==> src/core/igdc_defs.svh <==
// constants of the ion gauge degas control block
`ifndef IGDC_DEFS_SVH
`define IGDC_DEFS_SVH

// timing
`define IGDC_CLK_HZ        25000000
`define IGDC_TICK_US       1000
`define IGDC_TICK_CYC      ((`IGDC_CLK_HZ / 1000000) * `IGDC_TICK_US)
`define IGDC_REM_LOW_MS    25
`define IGDC_REM_HIGH_MS   105
`define IGDC_KEY_DEB_MS    10
`define IGDC_DISP_DLY_MS   2000
`define IGDC_DEGAS_MIN     15
`define IGDC_DEGAS_TO_MS   (`IGDC_DEGAS_MIN * 60000)

// input channel positions
`define IGDC_CH_FIL1       0
`define IGDC_CH_FIL2       1
`define IGDC_CH_DEGAS      2

// register word addresses
`define IGDC_A_CTRL        4'h0
`define IGDC_A_STATUS      4'h1
`define IGDC_A_MASK        4'h2
`define IGDC_A_STATE       4'h3
`define IGDC_A_DEGAS_LIM   4'h4
`define IGDC_A_OVER_LIM    4'h5

// control fields
`define IGDC_CTRL_TO_DIS   0

// event bits of status and mask
`define IGDC_EV_GAUGE_ON   0
`define IGDC_EV_GAUGE_OFF  1
`define IGDC_EV_DEGAS_ON   2
`define IGDC_EV_DEGAS_OFF  3
`define IGDC_EV_DEGAS_TO   4
`define IGDC_EV_OVER       5
`define IGDC_EV_REFUSED    6
`define IGDC_EV_W          7

// reset values
`define IGDC_CTRL_RST      1'h0
`define IGDC_MASK_RST      7'h00
`define IGDC_DEGAS_LIM_RST 16'h4000
`define IGDC_OVER_LIM_RST  16'hc000

`endif

==> src/core/igdc_pkg.sv <==
// types of the ion gauge degas control block
package igdc_pkg;

	typedef enum logic [1:0] {
		IGDC_OFF   = 2'b00,
		IGDC_ON    = 2'b01,
		IGDC_DEGAS = 2'b10
	} igdc_gauge_t;

	typedef enum logic [0:0] {
		IGDC_R_ARM  = 1'b0,
		IGDC_R_HOLD = 1'b1
	} igdc_rem_t;

endpackage

==> src/core/igdc_key_debounce.sv <==
// debouncer and press detector for one front panel key
`timescale 1ns/1ps
`include "igdc_defs.svh"

module igdc_key_debounce (
	// clock, reset, millisecond enable
	input  wire logic mclk,
	input  wire logic arst_n,
	input  wire logic tick,
	// key level, high while pressed
	input  wire logic key,
	// one cycle per press
	output logic      press
);

	logic       stable;
	logic [3:0] cnt;

	always_ff @(posedge mclk or negedge arst_n) begin
		if (!arst_n) begin
			stable <= 1'b0;
			cnt    <= 4'h0;
			press  <= 1'b0;
		end else begin
			press <= 1'b0;
			if (key == stable) begin
				cnt <= 4'h0;
			end else if (tick) begin
				if (cnt == 4'(`IGDC_KEY_DEB_MS - 1)) begin
					cnt    <= 4'h0;
					stable <= key;
					press  <= key;
				end else begin
					cnt <= cnt + 4'h1;
				end
			end
		end
	end

endmodule

==> src/core/igdc_remote_in.sv <==
// qualifier for one active low remote command input
`timescale 1ns/1ps
`include "igdc_defs.svh"

module igdc_remote_in (
	// clock, reset, millisecond enable
	input  wire logic mclk,
	input  wire logic arst_n,
	input  wire logic tick,
	// remote level, low asserts
	input  wire logic cmd_n,
	// one cycle per accepted low
	output logic      fire
);

	igdc_pkg::igdc_rem_t state;
	logic [6:0]          cnt;

	// a full tick count plus one guarantees the whole hold time
	always_ff @(posedge mclk or negedge arst_n) begin
		if (!arst_n) begin
			state <= igdc_pkg::IGDC_R_ARM;
			cnt   <= 7'h00;
			fire  <= 1'b0;
		end else begin
			fire <= 1'b0;
			case (state)
				igdc_pkg::IGDC_R_ARM: begin
					if (cmd_n) begin
						cnt <= 7'h00;
					end else if (tick) begin
						if (cnt == 7'(`IGDC_REM_LOW_MS)) begin
							cnt   <= 7'h00;
							fire  <= 1'b1;
							state <= igdc_pkg::IGDC_R_HOLD;
						end else begin
							cnt <= cnt + 7'h01;
						end
					end
				end
				igdc_pkg::IGDC_R_HOLD: begin
					if (!cmd_n) begin
						cnt <= 7'h00;
					end else if (tick) begin
						if (cnt == 7'(`IGDC_REM_HIGH_MS)) begin
							cnt   <= 7'h00;
							state <= igdc_pkg::IGDC_R_ARM;
						end else begin
							cnt <= cnt + 7'h01;
						end
					end
				end
				default: begin
					cnt   <= 7'h00;
					state <= igdc_pkg::IGDC_R_HOLD;
				end
			endcase
		end
	end

endmodule

==> src/core/igdc_ctrl.sv <==
// ion gauge filament and degas control with register port
`timescale 1ns/1ps
`include "igdc_defs.svh"

module igdc_ctrl #(
	parameter int TICK_CYC       = `IGDC_TICK_CYC,
	parameter int DEGAS_TO_TICKS = `IGDC_DEGAS_TO_MS
) (
	// clock and reset
	input  wire logic        mclk,
	input  wire logic        arst_n,
	// front panel momentary keys, high while pressed
	input  wire logic        key_fil1,
	input  wire logic        key_fil2,
	input  wire logic        key_degas,
	// remote command inputs, low asserts
	input  wire logic        remote_fil1_n,
	input  wire logic        remote_fil2_n,
	input  wire logic        remote_degas_n,
	// pressure from the electrometer, larger code is higher pressure
	input  wire logic [15:0] pressure_code,
	// register port
	input  wire logic [3:0]  reg_addr,
	input  wire logic [15:0] reg_wdata,
	input  wire logic        reg_wr,
	input  wire logic        reg_rd,
	output logic      [15:0] reg_rdata,
	// gauge outputs
	output logic             fil1_en,
	output logic             fil2_en,
	output logic             degas_en,
	output logic             degas_led,
	output logic             fil_status,
	output logic             display_valid,
	// interrupt, high while an unmasked status bit is set
	output logic             irq
);

	// millisecond enable
	logic [14:0] tick_cnt;
	logic        tick;

	always_ff @(posedge mclk or negedge arst_n) begin
		if (!arst_n) begin
			tick_cnt <= 15'h0000;
			tick     <= 1'b0;
		end else begin
			tick <= 1'b0;
			if (tick_cnt == 15'(TICK_CYC - 1)) begin
				tick_cnt <= 15'h0000;
				tick     <= 1'b1;
			end else begin
				tick_cnt <= tick_cnt + 15'h0001;
			end
		end
	end

	// command inputs, one channel each for filament 1, filament 2, degas
	logic [2:0] key_v;
	logic [2:0] rem_n_v;
	logic [2:0] key_ev;
	logic [2:0] rem_ev;
	logic [2:0] cmd;

	assign key_v   = {key_degas, key_fil2, key_fil1};
	assign rem_n_v = {remote_degas_n, remote_fil2_n, remote_fil1_n};

	for (genvar i = 0; i < 3; i++) begin : g_in
		igdc_key_debounce u_key (
			.mclk   (mclk),
			.arst_n (arst_n),
			.tick   (tick),
			.key    (key_v[i]),
			.press  (key_ev[i])
		);
		igdc_remote_in u_rem (
			.mclk   (mclk),
			.arst_n (arst_n),
			.tick   (tick),
			.cmd_n  (rem_n_v[i]),
			.fire   (rem_ev[i])
		);
	end

	assign cmd = key_ev | rem_ev;

	// registers
	logic                   ctrl_to_dis;
	logic [`IGDC_EV_W-1:0]  status;
	logic [`IGDC_EV_W-1:0]  mask;
	logic [15:0]            degas_limit;
	logic [15:0]            over_limit;

	// gauge state
	igdc_pkg::igdc_gauge_t  state;
	igdc_pkg::igdc_gauge_t  next_state;
	logic                   fil2_sel;
	logic                   next_fil2_sel;
	logic [19:0]            degas_tmr;
	logic [10:0]            disp_cnt;
	logic                   degas_ok;
	logic                   over_trip;
	logic                   timed_out;
	logic                   refused;
	logic [`IGDC_EV_W-1:0]  ev;

	assign degas_ok = pressure_code < degas_limit;

	assign over_trip = (state != igdc_pkg::IGDC_OFF) && (pressure_code > over_limit);

	assign timed_out = (state == igdc_pkg::IGDC_DEGAS) && !ctrl_to_dis && tick
		&& (degas_tmr == 20'(DEGAS_TO_TICKS - 1));

	always_comb begin
		next_state    = state;
		next_fil2_sel = fil2_sel;
		refused       = 1'b0;
		case (state)
			igdc_pkg::IGDC_OFF: begin
				if (cmd[`IGDC_CH_FIL1]) begin
					next_state    = igdc_pkg::IGDC_ON;
					next_fil2_sel = 1'b0;
				end else if (cmd[`IGDC_CH_FIL2]) begin
					next_state    = igdc_pkg::IGDC_ON;
					next_fil2_sel = 1'b1;
				end else if (cmd[`IGDC_CH_DEGAS]) begin
					refused = 1'b1;
				end
			end
			igdc_pkg::IGDC_ON: begin
				if (over_trip) begin
					next_state = igdc_pkg::IGDC_OFF;
				end else if (cmd[`IGDC_CH_FIL1]) begin
					if (!fil2_sel) begin
						next_state = igdc_pkg::IGDC_OFF;
					end else begin
						next_fil2_sel = 1'b0;
					end
				end else if (cmd[`IGDC_CH_FIL2]) begin
					if (fil2_sel) begin
						next_state = igdc_pkg::IGDC_OFF;
					end else begin
						next_fil2_sel = 1'b1;
					end
				end else if (cmd[`IGDC_CH_DEGAS]) begin
					if (degas_ok) begin
						next_state = igdc_pkg::IGDC_DEGAS;
					end else begin
						refused = 1'b1;
					end
				end
			end
			igdc_pkg::IGDC_DEGAS: begin
				if (over_trip) begin
					next_state = igdc_pkg::IGDC_OFF;
				end else if (cmd[`IGDC_CH_FIL1] || cmd[`IGDC_CH_FIL2]) begin
					next_state = igdc_pkg::IGDC_ON;
				end else if (cmd[`IGDC_CH_DEGAS] || timed_out) begin
					next_state = igdc_pkg::IGDC_ON;
				end
			end
			default: begin
				next_state = igdc_pkg::IGDC_OFF;
			end
		endcase
	end

	// gauge state and filament choice
	always_ff @(posedge mclk or negedge arst_n) begin
		if (!arst_n) begin
			state    <= igdc_pkg::IGDC_OFF;
			fil2_sel <= 1'b0;
		end else begin
			state    <= next_state;
			fil2_sel <= next_fil2_sel;
		end
	end

	always_ff @(posedge mclk or negedge arst_n) begin
		if (!arst_n) begin
			fil1_en <= 1'b0;
			fil2_en <= 1'b0;
		end else begin
			fil1_en <= (next_state != igdc_pkg::IGDC_OFF) && !next_fil2_sel;
			fil2_en <= (next_state != igdc_pkg::IGDC_OFF) && next_fil2_sel;
		end
	end

	// degas power and its lamp
	always_ff @(posedge mclk or negedge arst_n) begin
		if (!arst_n) begin
			degas_en  <= 1'b0;
			degas_led <= 1'b0;
		end else begin
			degas_en  <= next_state == igdc_pkg::IGDC_DEGAS;
			degas_led <= next_state == igdc_pkg::IGDC_DEGAS;
		end
	end

	always_ff @(posedge mclk or negedge arst_n) begin
		if (!arst_n) begin
			fil_status <= 1'b0;
		end else begin
			fil_status <= next_state != igdc_pkg::IGDC_OFF;
		end
	end

	// degas run time in milliseconds, held at the limit while the timeout is defeated
	always_ff @(posedge mclk or negedge arst_n) begin
		if (!arst_n) begin
			degas_tmr <= 20'h00000;
		end else if (next_state != igdc_pkg::IGDC_DEGAS) begin
			degas_tmr <= 20'h00000;
		end else if (tick && degas_tmr != 20'(DEGAS_TO_TICKS - 1)) begin
			degas_tmr <= degas_tmr + 20'h00001;
		end
	end

	always_ff @(posedge mclk or negedge arst_n) begin
		if (!arst_n) begin
			disp_cnt      <= 11'h000;
			display_valid <= 1'b0;
		end else if (next_state == igdc_pkg::IGDC_OFF || state == igdc_pkg::IGDC_OFF
			|| next_fil2_sel != fil2_sel) begin
			disp_cnt      <= 11'h000;
			display_valid <= 1'b0;
		end else if (tick && !display_valid) begin
			if (disp_cnt == 11'(`IGDC_DISP_DLY_MS - 1)) begin
				display_valid <= 1'b1;
			end else begin
				disp_cnt <= disp_cnt + 11'h001;
			end
		end
	end

	// events
	always_comb begin
		ev                     = '0;
		ev[`IGDC_EV_GAUGE_ON]  = (state == igdc_pkg::IGDC_OFF) && (next_state != igdc_pkg::IGDC_OFF);
		ev[`IGDC_EV_GAUGE_OFF] = (state != igdc_pkg::IGDC_OFF) && (next_state == igdc_pkg::IGDC_OFF);
		ev[`IGDC_EV_DEGAS_ON]  = (state != igdc_pkg::IGDC_DEGAS) && (next_state == igdc_pkg::IGDC_DEGAS);
		ev[`IGDC_EV_DEGAS_OFF] = (state == igdc_pkg::IGDC_DEGAS) && (next_state != igdc_pkg::IGDC_DEGAS);
		ev[`IGDC_EV_DEGAS_TO]  = timed_out;
		ev[`IGDC_EV_OVER]      = over_trip;
		ev[`IGDC_EV_REFUSED]   = refused;
	end

	// writable registers
	always_ff @(posedge mclk or negedge arst_n) begin
		if (!arst_n) begin
			ctrl_to_dis <= `IGDC_CTRL_RST;
			mask        <= `IGDC_MASK_RST;
			degas_limit <= `IGDC_DEGAS_LIM_RST;
			over_limit  <= `IGDC_OVER_LIM_RST;
		end else if (reg_wr) begin
			case (reg_addr)
				`IGDC_A_CTRL:      ctrl_to_dis <= reg_wdata[`IGDC_CTRL_TO_DIS];
				`IGDC_A_MASK:      mask        <= reg_wdata[`IGDC_EV_W-1:0];
				`IGDC_A_DEGAS_LIM: degas_limit <= reg_wdata;
				`IGDC_A_OVER_LIM:  over_limit  <= reg_wdata;
				default: begin
				end
			endcase
		end
	end

	// sticky status, read clears, a new event wins over the clear
	logic [`IGDC_EV_W-1:0] next_status;

	assign next_status = ((reg_rd && reg_addr == `IGDC_A_STATUS) ? '0 : status) | ev;

	always_ff @(posedge mclk or negedge arst_n) begin
		if (!arst_n) begin
			status <= '0;
		end else begin
			status <= next_status;
		end
	end

	// level interrupt from the unmasked sticky bits
	always_ff @(posedge mclk or negedge arst_n) begin
		if (!arst_n) begin
			irq <= 1'b0;
		end else begin
			irq <= |(next_status & mask);
		end
	end

	// read data, valid the cycle after the read strobe
	always_ff @(posedge mclk or negedge arst_n) begin
		if (!arst_n) begin
			reg_rdata <= 16'h0000;
		end else if (reg_rd) begin
			case (reg_addr)
				`IGDC_A_CTRL:      reg_rdata <= {15'h0000, ctrl_to_dis};
				`IGDC_A_STATUS:    reg_rdata <= {9'h000, status};
				`IGDC_A_MASK:      reg_rdata <= {9'h000, mask};
				`IGDC_A_STATE:     reg_rdata <= {12'h000, display_valid, fil2_sel, state};
				`IGDC_A_DEGAS_LIM: reg_rdata <= degas_limit;
				`IGDC_A_OVER_LIM:  reg_rdata <= over_limit;
				default:           reg_rdata <= 16'h0000;
			endcase
		end else begin
			reg_rdata <= 16'h0000;
		end
	end

endmodule

==> config.mk <==
export PLATFORM = sky130hd
export DESIGN_NAME = igdc_ctrl
export DESIGN_NICKNAME = d
export VERILOG_FILES = /design/src/core/igdc_pkg.sv /design/src/core/igdc_key_debounce.sv /design/src/core/igdc_remote_in.sv /design/src/core/igdc_ctrl.sv
export VERILOG_INCLUDE_DIRS = /design/src /design/src/core
export SDC_FILE = /design/constraint.sdc
export NUM_CORES = 1
export LEC_CHECK = 0
export BUFFER_PORTS_ARGS = -buffer_cell sky130_fd_sc_hd__buf_4
export CAP_MARGIN = 25
export CORE_UTILIZATION = 35
export CTS_CLUSTER_DIAMETER = 60
export DETAILED_ROUTE_END_ITERATION = 10
export PLACE_DENSITY = 0.5
export REMOVE_ABC_BUFFERS = 1
export SYNTH_ARGS = -nofsm -noshare
export SYNTH_HDL_FRONTEND = slang
export SYNTH_SLANG_ARGS = --single-unit
==> constraint.sdc <==
create_clock -name mclk -period 2.62 [get_ports mclk]
set_clock_uncertainty 0.05 [all_clocks]
set_input_delay 0.524 -clock mclk [delete_from_list [all_inputs] [get_ports mclk]]
set_output_delay 0.524 -clock mclk [all_outputs]
set_load 0.05 [all_outputs]
==> flow_metrics.env, run 1 <==
export IMPL_status="complete, but fails checks"
export IMPL_violations="negative setup slack"
export IMPL_htree_levels=4
export IMPL_cp_data_arrival_time_ns=2.98
export IMPL_fin_ws_ns=-0.105
export IMPL_nFillCells=2346
export IMPL_pwr_share_comb_pct=16.9
export IMPL_synthesis_area_per_instance_um2=10.2
export IMPL_cts_sinks=164
export IMPL_drive_gt1_share_pct=25.1
export IMPL_fmax_ghz=0.367
export IMPL_p_clk_share_pct=39.1
export IMPL_use_met1_pct=22.1
export IMPL_yosysSeqAreaShare_pct=48.2
export IMPL_use_met2_pct=26.7
export IMPL_swShare_pct=25.8
export IMPL_p_int_uw=4900
export IMPL_clockBufferDepth=2
export IMPL_wl_per_cell_um=15.0
export IMPL_cellPowerDensity_nw_per_um2=620
export IMPL_yosysWarnings=0
export IMPL_clk_pin_slew_ns=0.06
export IMPL_synthTopCellsByArea="dfrtp_1 47%, ha_1 6.8%, mux2_2 6.1%"
export IMPL_slew_violations=0
export IMPL_antenna_found_initial=0
export IMPL_fin_crit_sh_pct=104
export IMPL_end_kind="flip-flop"
export IMPL_total_power_uw=6600
export IMPL_rsz0062_at_grt="true"
export IMPL_maxCapViolations=0
export IMPL_synth_edff_count=0
export IMPL_n_antenna_cell=0
export IMPL_numCtsBuffers=17
export IMPL_die_y_um=158
export IMPL_grt_max_degree=47
export IMPL_max_slew_margin_pct=49.7
export IMPL_place_worst_setup_slack_ns=-0.553
export IMPL_place_congestion=0.856
export IMPL_netlist_area_um2=8520
export IMPL_ioPinCount=69
export IMPL_utilization_pct=44.9
export IMPL_rows=56
export IMPL_globalRouteMet3Util_pct=3.59
export IMPL_grt_pass1_wl_um=32100
export IMPL_netlist_area_leader_share_pct=47.3
export IMPL_fin_cells=1290
export IMPL_switching_power_uw=1700
export IMPL_vias=6450
export IMPL_grt_usage_pct=16.5
export IMPL_critical_path_class="reg2reg"
export IMPL_mostFrequentLayoutCell="dfrtp_1"
export IMPL_critPathMaxFanout=4
export IMPL_die_area_um2=25000
export IMPL_ys_ff_latch=164
export IMPL_wirelength_um=19300
export IMPL_seq_power_share_pct=44.0
export IMPL_dp_cells=1252
export IMPL_grt_pass1_vias=6444
export IMPL_top_usage_layer="met2"
export IMPL_cts_tree="yes"
export IMPL_portBuffers=68
export IMPL_drc=0
export IMPL_netlist_instances=837
export IMPL_antenna_left=0
export IMPL_setup_violations=16
export IMPL_critical_path_required_ns=2.87
export IMPL_layout_common_cells="161 x dfrtp_1, 111 x buf_4, 83 x nor2_1"
export IMPL_synthDistinctLibCells=65
export IMPL_synth_ff_type="dfrtp_1"
export IMPL_nNetsFinal=1050
export IMPL_ir_drop_v=0.000357
export IMPL_leakagePower_uw=0.00470
export IMPL_root_buffer="clkbuf_16"
export IMPL_area_growth_pct=24.8
export IMPL_dp_hpwl_um=13900
export IMPL_drtIter0Drc=281
export IMPL_initial_core_util_pct=36.0
export IMPL_synthArstFlopShare_pct=100
export IMPL_synth_area_leader_cell="dfrtp_1"
export IMPL_die_w_um=158
export IMPL_hold_class="in2reg"
export IMPL_startpoint_type="flip-flop"
export IMPL_clk_latency_ns=0.42
export IMPL_fin_hold_ws_ns=0.258
export IMPL_core_region_area_um2=23700
export IMPL_finalHoldViolations=0
export IMPL_tightest_slew_ns=0.736
export IMPL_dr_pass1_iters=5
export IMPL_period_needed_ns=2.72
export IMPL_grt_overflow=0
export IMPL_vias_per_cell=5.00
==> synth_stat cells, drive strengths merged (7+ instances only) <==
master,n
a21oi,27
a22o,9
a22oi,15
and3,9
and4,7
buf,10
clkbuf,11
dfrtp,161
ha,46
inv,49
mux2,46
nand2,67
nand2b,11
nand3,33
nand4,18
nor2,94
nor2b,15
nor3,14
o21ai,50
o31ai,10
xnor2,18
xor2,31
==> timing repair <==
item | 4_1_cts | 5_1_grt
endpoints found under the hold margin | 10 | 0
resized for setup | 23 | 27
buffers inserted | 3 | 4
hold buffers | 1 | 0
pin swaps | 21 | 8
setup endpoints to repair | 43 | 42
==> sequential cells by signal, summed over array words and instances, names as in the netlist, 2 cells and up <==
| signal | count |
|---|---|
| g_in.u_key.stable | 3 |
| g_in.u_rem.cnt | 21 |
| state | 2 |
| disp_cnt | 11 |
| tick_cnt | 15 |
| status | 7 |
| mask | 7 |
| g_in.u_key.press | 3 |
| degas_tmr | 20 |
| over_limit | 16 |
| g_in.u_rem.state | 3 |
| g_in.u_key.cnt | 12 |
| g_in.u_rem.fire | 3 |
| reg_rdata | 16 |
| degas_limit | 16 |
==> area by class of cell <==
type                       instances  area (µm²)  area share, %
clock buffer                      28         507           4.76
clock inverter                     4        97.6          0.918
inverter                          49         184           1.73
multi-input combinational        603        4330           40.7
sequential                       164        4110           38.6
tap                              319         399           3.75
timing repair buffer             123        1010           9.51
==> final timing paths <==
path / from / endpoint / slack, ns / cells after the start
min in group asynchronous: arst_n / g_in[1].u_rem.cnt[1]$_DFFE_PN0P_ / 0.55 / 2
max in group asynchronous: arst_n / over_limit[15]$_DFFE_PN1P_ / 1.32 / 3
hold reg to reg: tick_cnt[0]$_DFF_PN0_ / tick_cnt[0]$_DFF_PN0_ / 0.42 / 1
hold / removal: remote_fil2_n / g_in[1].u_rem.state$_DFF_PN0_ / 0.26 / 2
setup / recovery: degas_limit[14]$_DFFE_PN1P_ / irq$_DFF_PN0_ / -0.10 / 11
setup reg to reg: degas_limit[14]$_DFFE_PN1P_ / irq$_DFF_PN0_ / -0.10 / 11
==> routing by layer <==
layer,share of wire (%),routed length (µm),up-vias
met3,3.4,648,13
met5,0,0,-
met4,0.95,184,0
met2,47,9130,85
li1,-,-,3198
met1,49,9380,3154
==> critical path: stages, from the launching register on <==
cell,delay [ns]
dfstp_2,0.53
inv_2,0.04
ha_4,0.25
nand4_1,0.12
or3_4,0.39
buf_6,0.13
a31oi_4,0.22
nor4_4,0.08
o221ai_2,0.27
buf_4,0.18
nor2_1,0.04
a221o_1,0.28
==> power groups by stage <==
stage | Combinational, µW | Clock (µW) | Sequential (µW)
2_1_floorplan | 547 | 0 | 2950
3_3_place_gp | 1010 | 0 | 2940
3_5_place_dp | 1020 | 0 | 2940
4_1_cts | 1060 | 2670 | 2900
5_1_grt | 1240 | 2780 | 2930
6_report | 1110 | 2580 | 2900
==> cells by family (layout without fill, tap and decap cells) <==
logic type,count (synthesis),count (layout),share of synthesized area (%)
xor gates and xnor gates,49,49,5.04
DFF,164,164,48.2
and+or+nand+nor,314,314,18.8
buffers and inverters,70,204,3.51
muxes,49,49,6.58
adders and majority gates,46,46,6.76
AOI/OAI and AO/OA,145,145,11.1
==> stage by stage <==
| stage | area, µm² | TNS [ns] |
|---|---|---|
| 2_1_floorplan | 8400 | -3.10 |
| 3_3_place_gp | 9750 | -15.33 |
| 3_5_place_dp | 9750 | -17.67 |
| 4_1_cts | 10500 | -1.94 |
| 5_1_grt | 10600 | -4.92 |
| 6_report | 10600 | -1.08 |
Power figures use the tool's default switching activity.
==> inputs of run 2 (changes only) <==
--- a/config.mk
+++ b/config.mk
@@ -15,4 +15,5 @@
 export REMOVE_ABC_BUFFERS = 1
 export SYNTH_ARGS = -nofsm -noshare
 export SYNTH_HDL_FRONTEND = slang
+export SYNTH_HIERARCHICAL = 1
 export SYNTH_SLANG_ARGS = --single-unit
==> run 2 against run 1 <==
  * The run now ends clean
  * Register-to-register slack better by 0.28 ns
  * Area after synthesis up 2.0%
  * Combinational power down 25%
  * Critical path type unchanged
==> flow_metrics.env, run 2 <==
export IMPL_area_growth_pct=20.9
export IMPL_synthTopCellsByArea="dfrtp_1 46%, ha_1 5.8%, mux2_2 5.3%"
export IMPL_ioPinCount=69
export IMPL_antenna_found_initial=0
export IMPL_wl_per_cell_um=15.6
export IMPL_portBuffers=68
export IMPL_die_y_um=160
export IMPL_rows=57
export IMPL_period_needed_ns=2.44
export IMPL_grt_pass1_wl_um=33200
export IMPL_vias=6426
export IMPL_drc=0
export IMPL_numCtsBuffers=17
export IMPL_clk_latency_ns=0.43
export IMPL_n_antenna_cell=0
export IMPL_drive_gt1_share_pct=23.7
export IMPL_critPathMaxStageDelay_ns=0.37
export IMPL_layout_common_cells="161 x dfrtp_1, 94 x buf_4, 88 x nor2_1"
export IMPL_wirelength_um=19900
export IMPL_cts_sinks=164
export IMPL_netlist_area_um2=8690
export IMPL_drtIter0Drc=337
export IMPL_hold_class="in2async"
export IMPL_synth_most_common_cell="dfrtp_1"
export IMPL_grt_overflow=0
export IMPL_synthDistinctLibCells=78
export IMPL_final_area_um2=10500
export IMPL_nFillCells=2332
export IMPL_synth_area_leader_cell="dfrtp_1"
export IMPL_fmax_ghz=0.409
export IMPL_cellPowerDensity_nw_per_um2=627
export IMPL_ir_drop_v=0.000355
export IMPL_yosysWarnings=6
export IMPL_startpoint_type="flip-flop"
export IMPL_cp_cell_sequence="inv_1 > ha_1 > nand3_2 > nor4_4 > buf_4 > nand4_1 > buf_4 > a21oi_1 > o211ai_2 > buf_4 > a22o_1"
export IMPL_multi_input_area_um2=4330
export IMPL_maxCapViolations=0
export IMPL_yosysSeqAreaShare_pct=47.3
export IMPL_clk_pin_slew_ns=0.07
export IMPL_top_regs="g_in.u_rem/cnt: 21 flops, degas_tmr: 20 flops"
export IMPL_fin_cells=1277
export IMPL_slowest_stage="dfrtp_1"
export IMPL_synthArstFlopShare_pct=100
export IMPL_status="complete, no violations"
export IMPL_dp_cells=1244
export IMPL_top_register="g_in.u_rem/cnt"
export IMPL_core_region_area_um2=24300
export IMPL_dp_hpwl_um=14200
export IMPL_antenna_left=0
export IMPL_grt_pass1_vias=6469
export IMPL_mostFrequentLayoutCell="dfrtp_1"
export IMPL_cts_tree="yes"
export IMPL_critPathMostFrequentCell="buf_4"
export IMPL_cts_hold_fix_buffers=0
export IMPL_grt_usage_pct=16.3
export IMPL_finalHoldViolations=0
export IMPL_grt_max_degree=52
export IMPL_largest_reg_flops=21
export IMPL_end_kind="flip-flop"
export IMPL_cp_data_arrival_time_ns=2.70
export IMPL_netlist_instances=839
export IMPL_vias_per_cell=5.03
export IMPL_max_slew_margin_pct=47.9
export IMPL_root_buffer="clkbuf_16"
export IMPL_regArea_um2=4110
export IMPL_slew_violations=0
export IMPL_tightest_slew_ns=0.774
export IMPL_place_congestion=0.776
export IMPL_rsz0062_at_grt="false"
export IMPL_synth_edff_count=0
export IMPL_critPathMaxFanout=7
export IMPL_die_w_um=160
export IMPL_initial_core_util_pct=35.7
export IMPL_die_area_um2=25500
export IMPL_htree_levels=4
export IMPL_dr_pass1_iters=5
export IMPL_leakagePower_uw=0.00468
export IMPL_placed_area_um2=9790
export IMPL_critical_path_class="reg2reg"
export IMPL_setup_violations=0
export IMPL_netlist_area_leader_share_pct=46.4
export IMPL_synth_ff_type="dfrtp_1"
export IMPL_nNetsFinal=1026
export IMPL_fin_crit_sh_pct=93.2
export IMPL_ys_ff_latch=164
export IMPL_clockBufferDepth=2
export IMPL_synthesis_area_per_instance_um2=10.4
export IMPL_synth_common_cells="161 x dfrtp_1, 88 x nor2_1, 81 x nand2_1, 49 x inv_1, 41 x mux2_2"
export IMPL_critical_path_required_ns=2.88
-- run 2: cell types whose count changed in the layout (fill, tap and decap cells not counted), sizes merged, moves of 7 or more --
cell	change
o211ai	+17
clkbuf	-7
nand2	+18
a21oi	+13
nand2b	-8
o21ai	-20
o31ai	-9
or3	+8
buf	-23
-- run 2: cells by family (layout without fill, tap and decap cells) --
family | after synthesis | count (layout) | share of synthesized area [%]
buffers and inverters | 66 | 180 | 3.25
and+or+nand+nor | 313 | 313 | 18.5
muxes | 48 | 48 | 6.16
adders and majority gates | 40 | 40 | 5.76
DFF | 164 | 164 | 47.3
xor gates and xnor gates | 50 | 50 | 5.04
AOI/OAI and AO/OA | 158 | 158 | 14.0
-- run 2: layout make-up --
cell class	count	area share, %
Multi-Input combinational cell	609	41.2
Sequential cell	164	39.1
Timing Repair Buffer	99	7.59
Clock buffer	21	4.38
Tap cell	324	3.86
Clock inverter	11	2.10
Inverter	49	1.75
-- run 2: power by group --
| group | switching (µW) | total, µW | internal [µW] |
|---|---|---|---|
| logic | 433 | 833 | 400 |
| clock network | 1050 | 2900 | 1850 |
| registers | 144 | 2850 | 2710 |
-- run 2: per-layer routing --
metal | GRT usage [%] | share of wire [%] | vias to the layer above
li1 | - | - | 3215
met1 | 21.9 | 48 | 3111
met2 | 27.0 | 48 | 88
met3 | 2.84 | 2.7 | 12
met4 | 4.41 | 0.84 | 0
met5 | 0 | 0 | -
-- run 2: worst paths after layout --
path / from / end / slack, ns / depth (start not counted)
max: over_limit[11]$_DFFE_PN0P_ / status[1]$_DFF_PN0_ / 0.18 / 11
min: arst_n / degas_tmr[10]$_DFFE_PN0P_ / 0.01 / 1
max reg2reg: over_limit[11]$_DFFE_PN0P_ / status[1]$_DFF_PN0_ / 0.18 / 11
min reg2reg: tick_cnt[0]$_DFF_PN0_ / tick_cnt[0]$_DFF_PN0_ / 0.42 / 1
max in group asynchronous: arst_n / degas_limit[14]$_DFFE_PN1P_ / 1.77 / 2
min in group mclk: remote_fil2_n / g_in[1].u_rem/state$_DFF_PN0_ / 0.26 / 2
-- run 2: critical path, delay by kind of cell (launching register included) --
family | cells | cell delay (ns)
AOI/OAI and AO/OA | 3 | 0.49
adders and majority gates | 1 | 0.30
buffers and inverters | 4 | 0.56
DFF | 1 | 0.37
and+or+nand+nor | 3 | 0.54
-- run 2: repair_timing --
item                       4_1_cts  5_1_grt
setup endpoints to repair        0       40
gates resized for setup          0        5
setup buffers                    0        1
-- run 2: per-stage QoR --
stage               hold WS (ns)  setup WS, ns  power, µW  setup TNS, ns  util [%]
floorplan                  0.178         0.106       3360              0         -
global placement           0.408       -0.0254       3710         -0.523      40.2
CTS                       0.0206        0.0491       6670              0      43.0
detailed placement         0.411       -0.0308       3720         -0.607      40.2
finish                    0.0128         0.177       6590              0      43.2
global route              0.0487       0.00176       6910              0      43.2
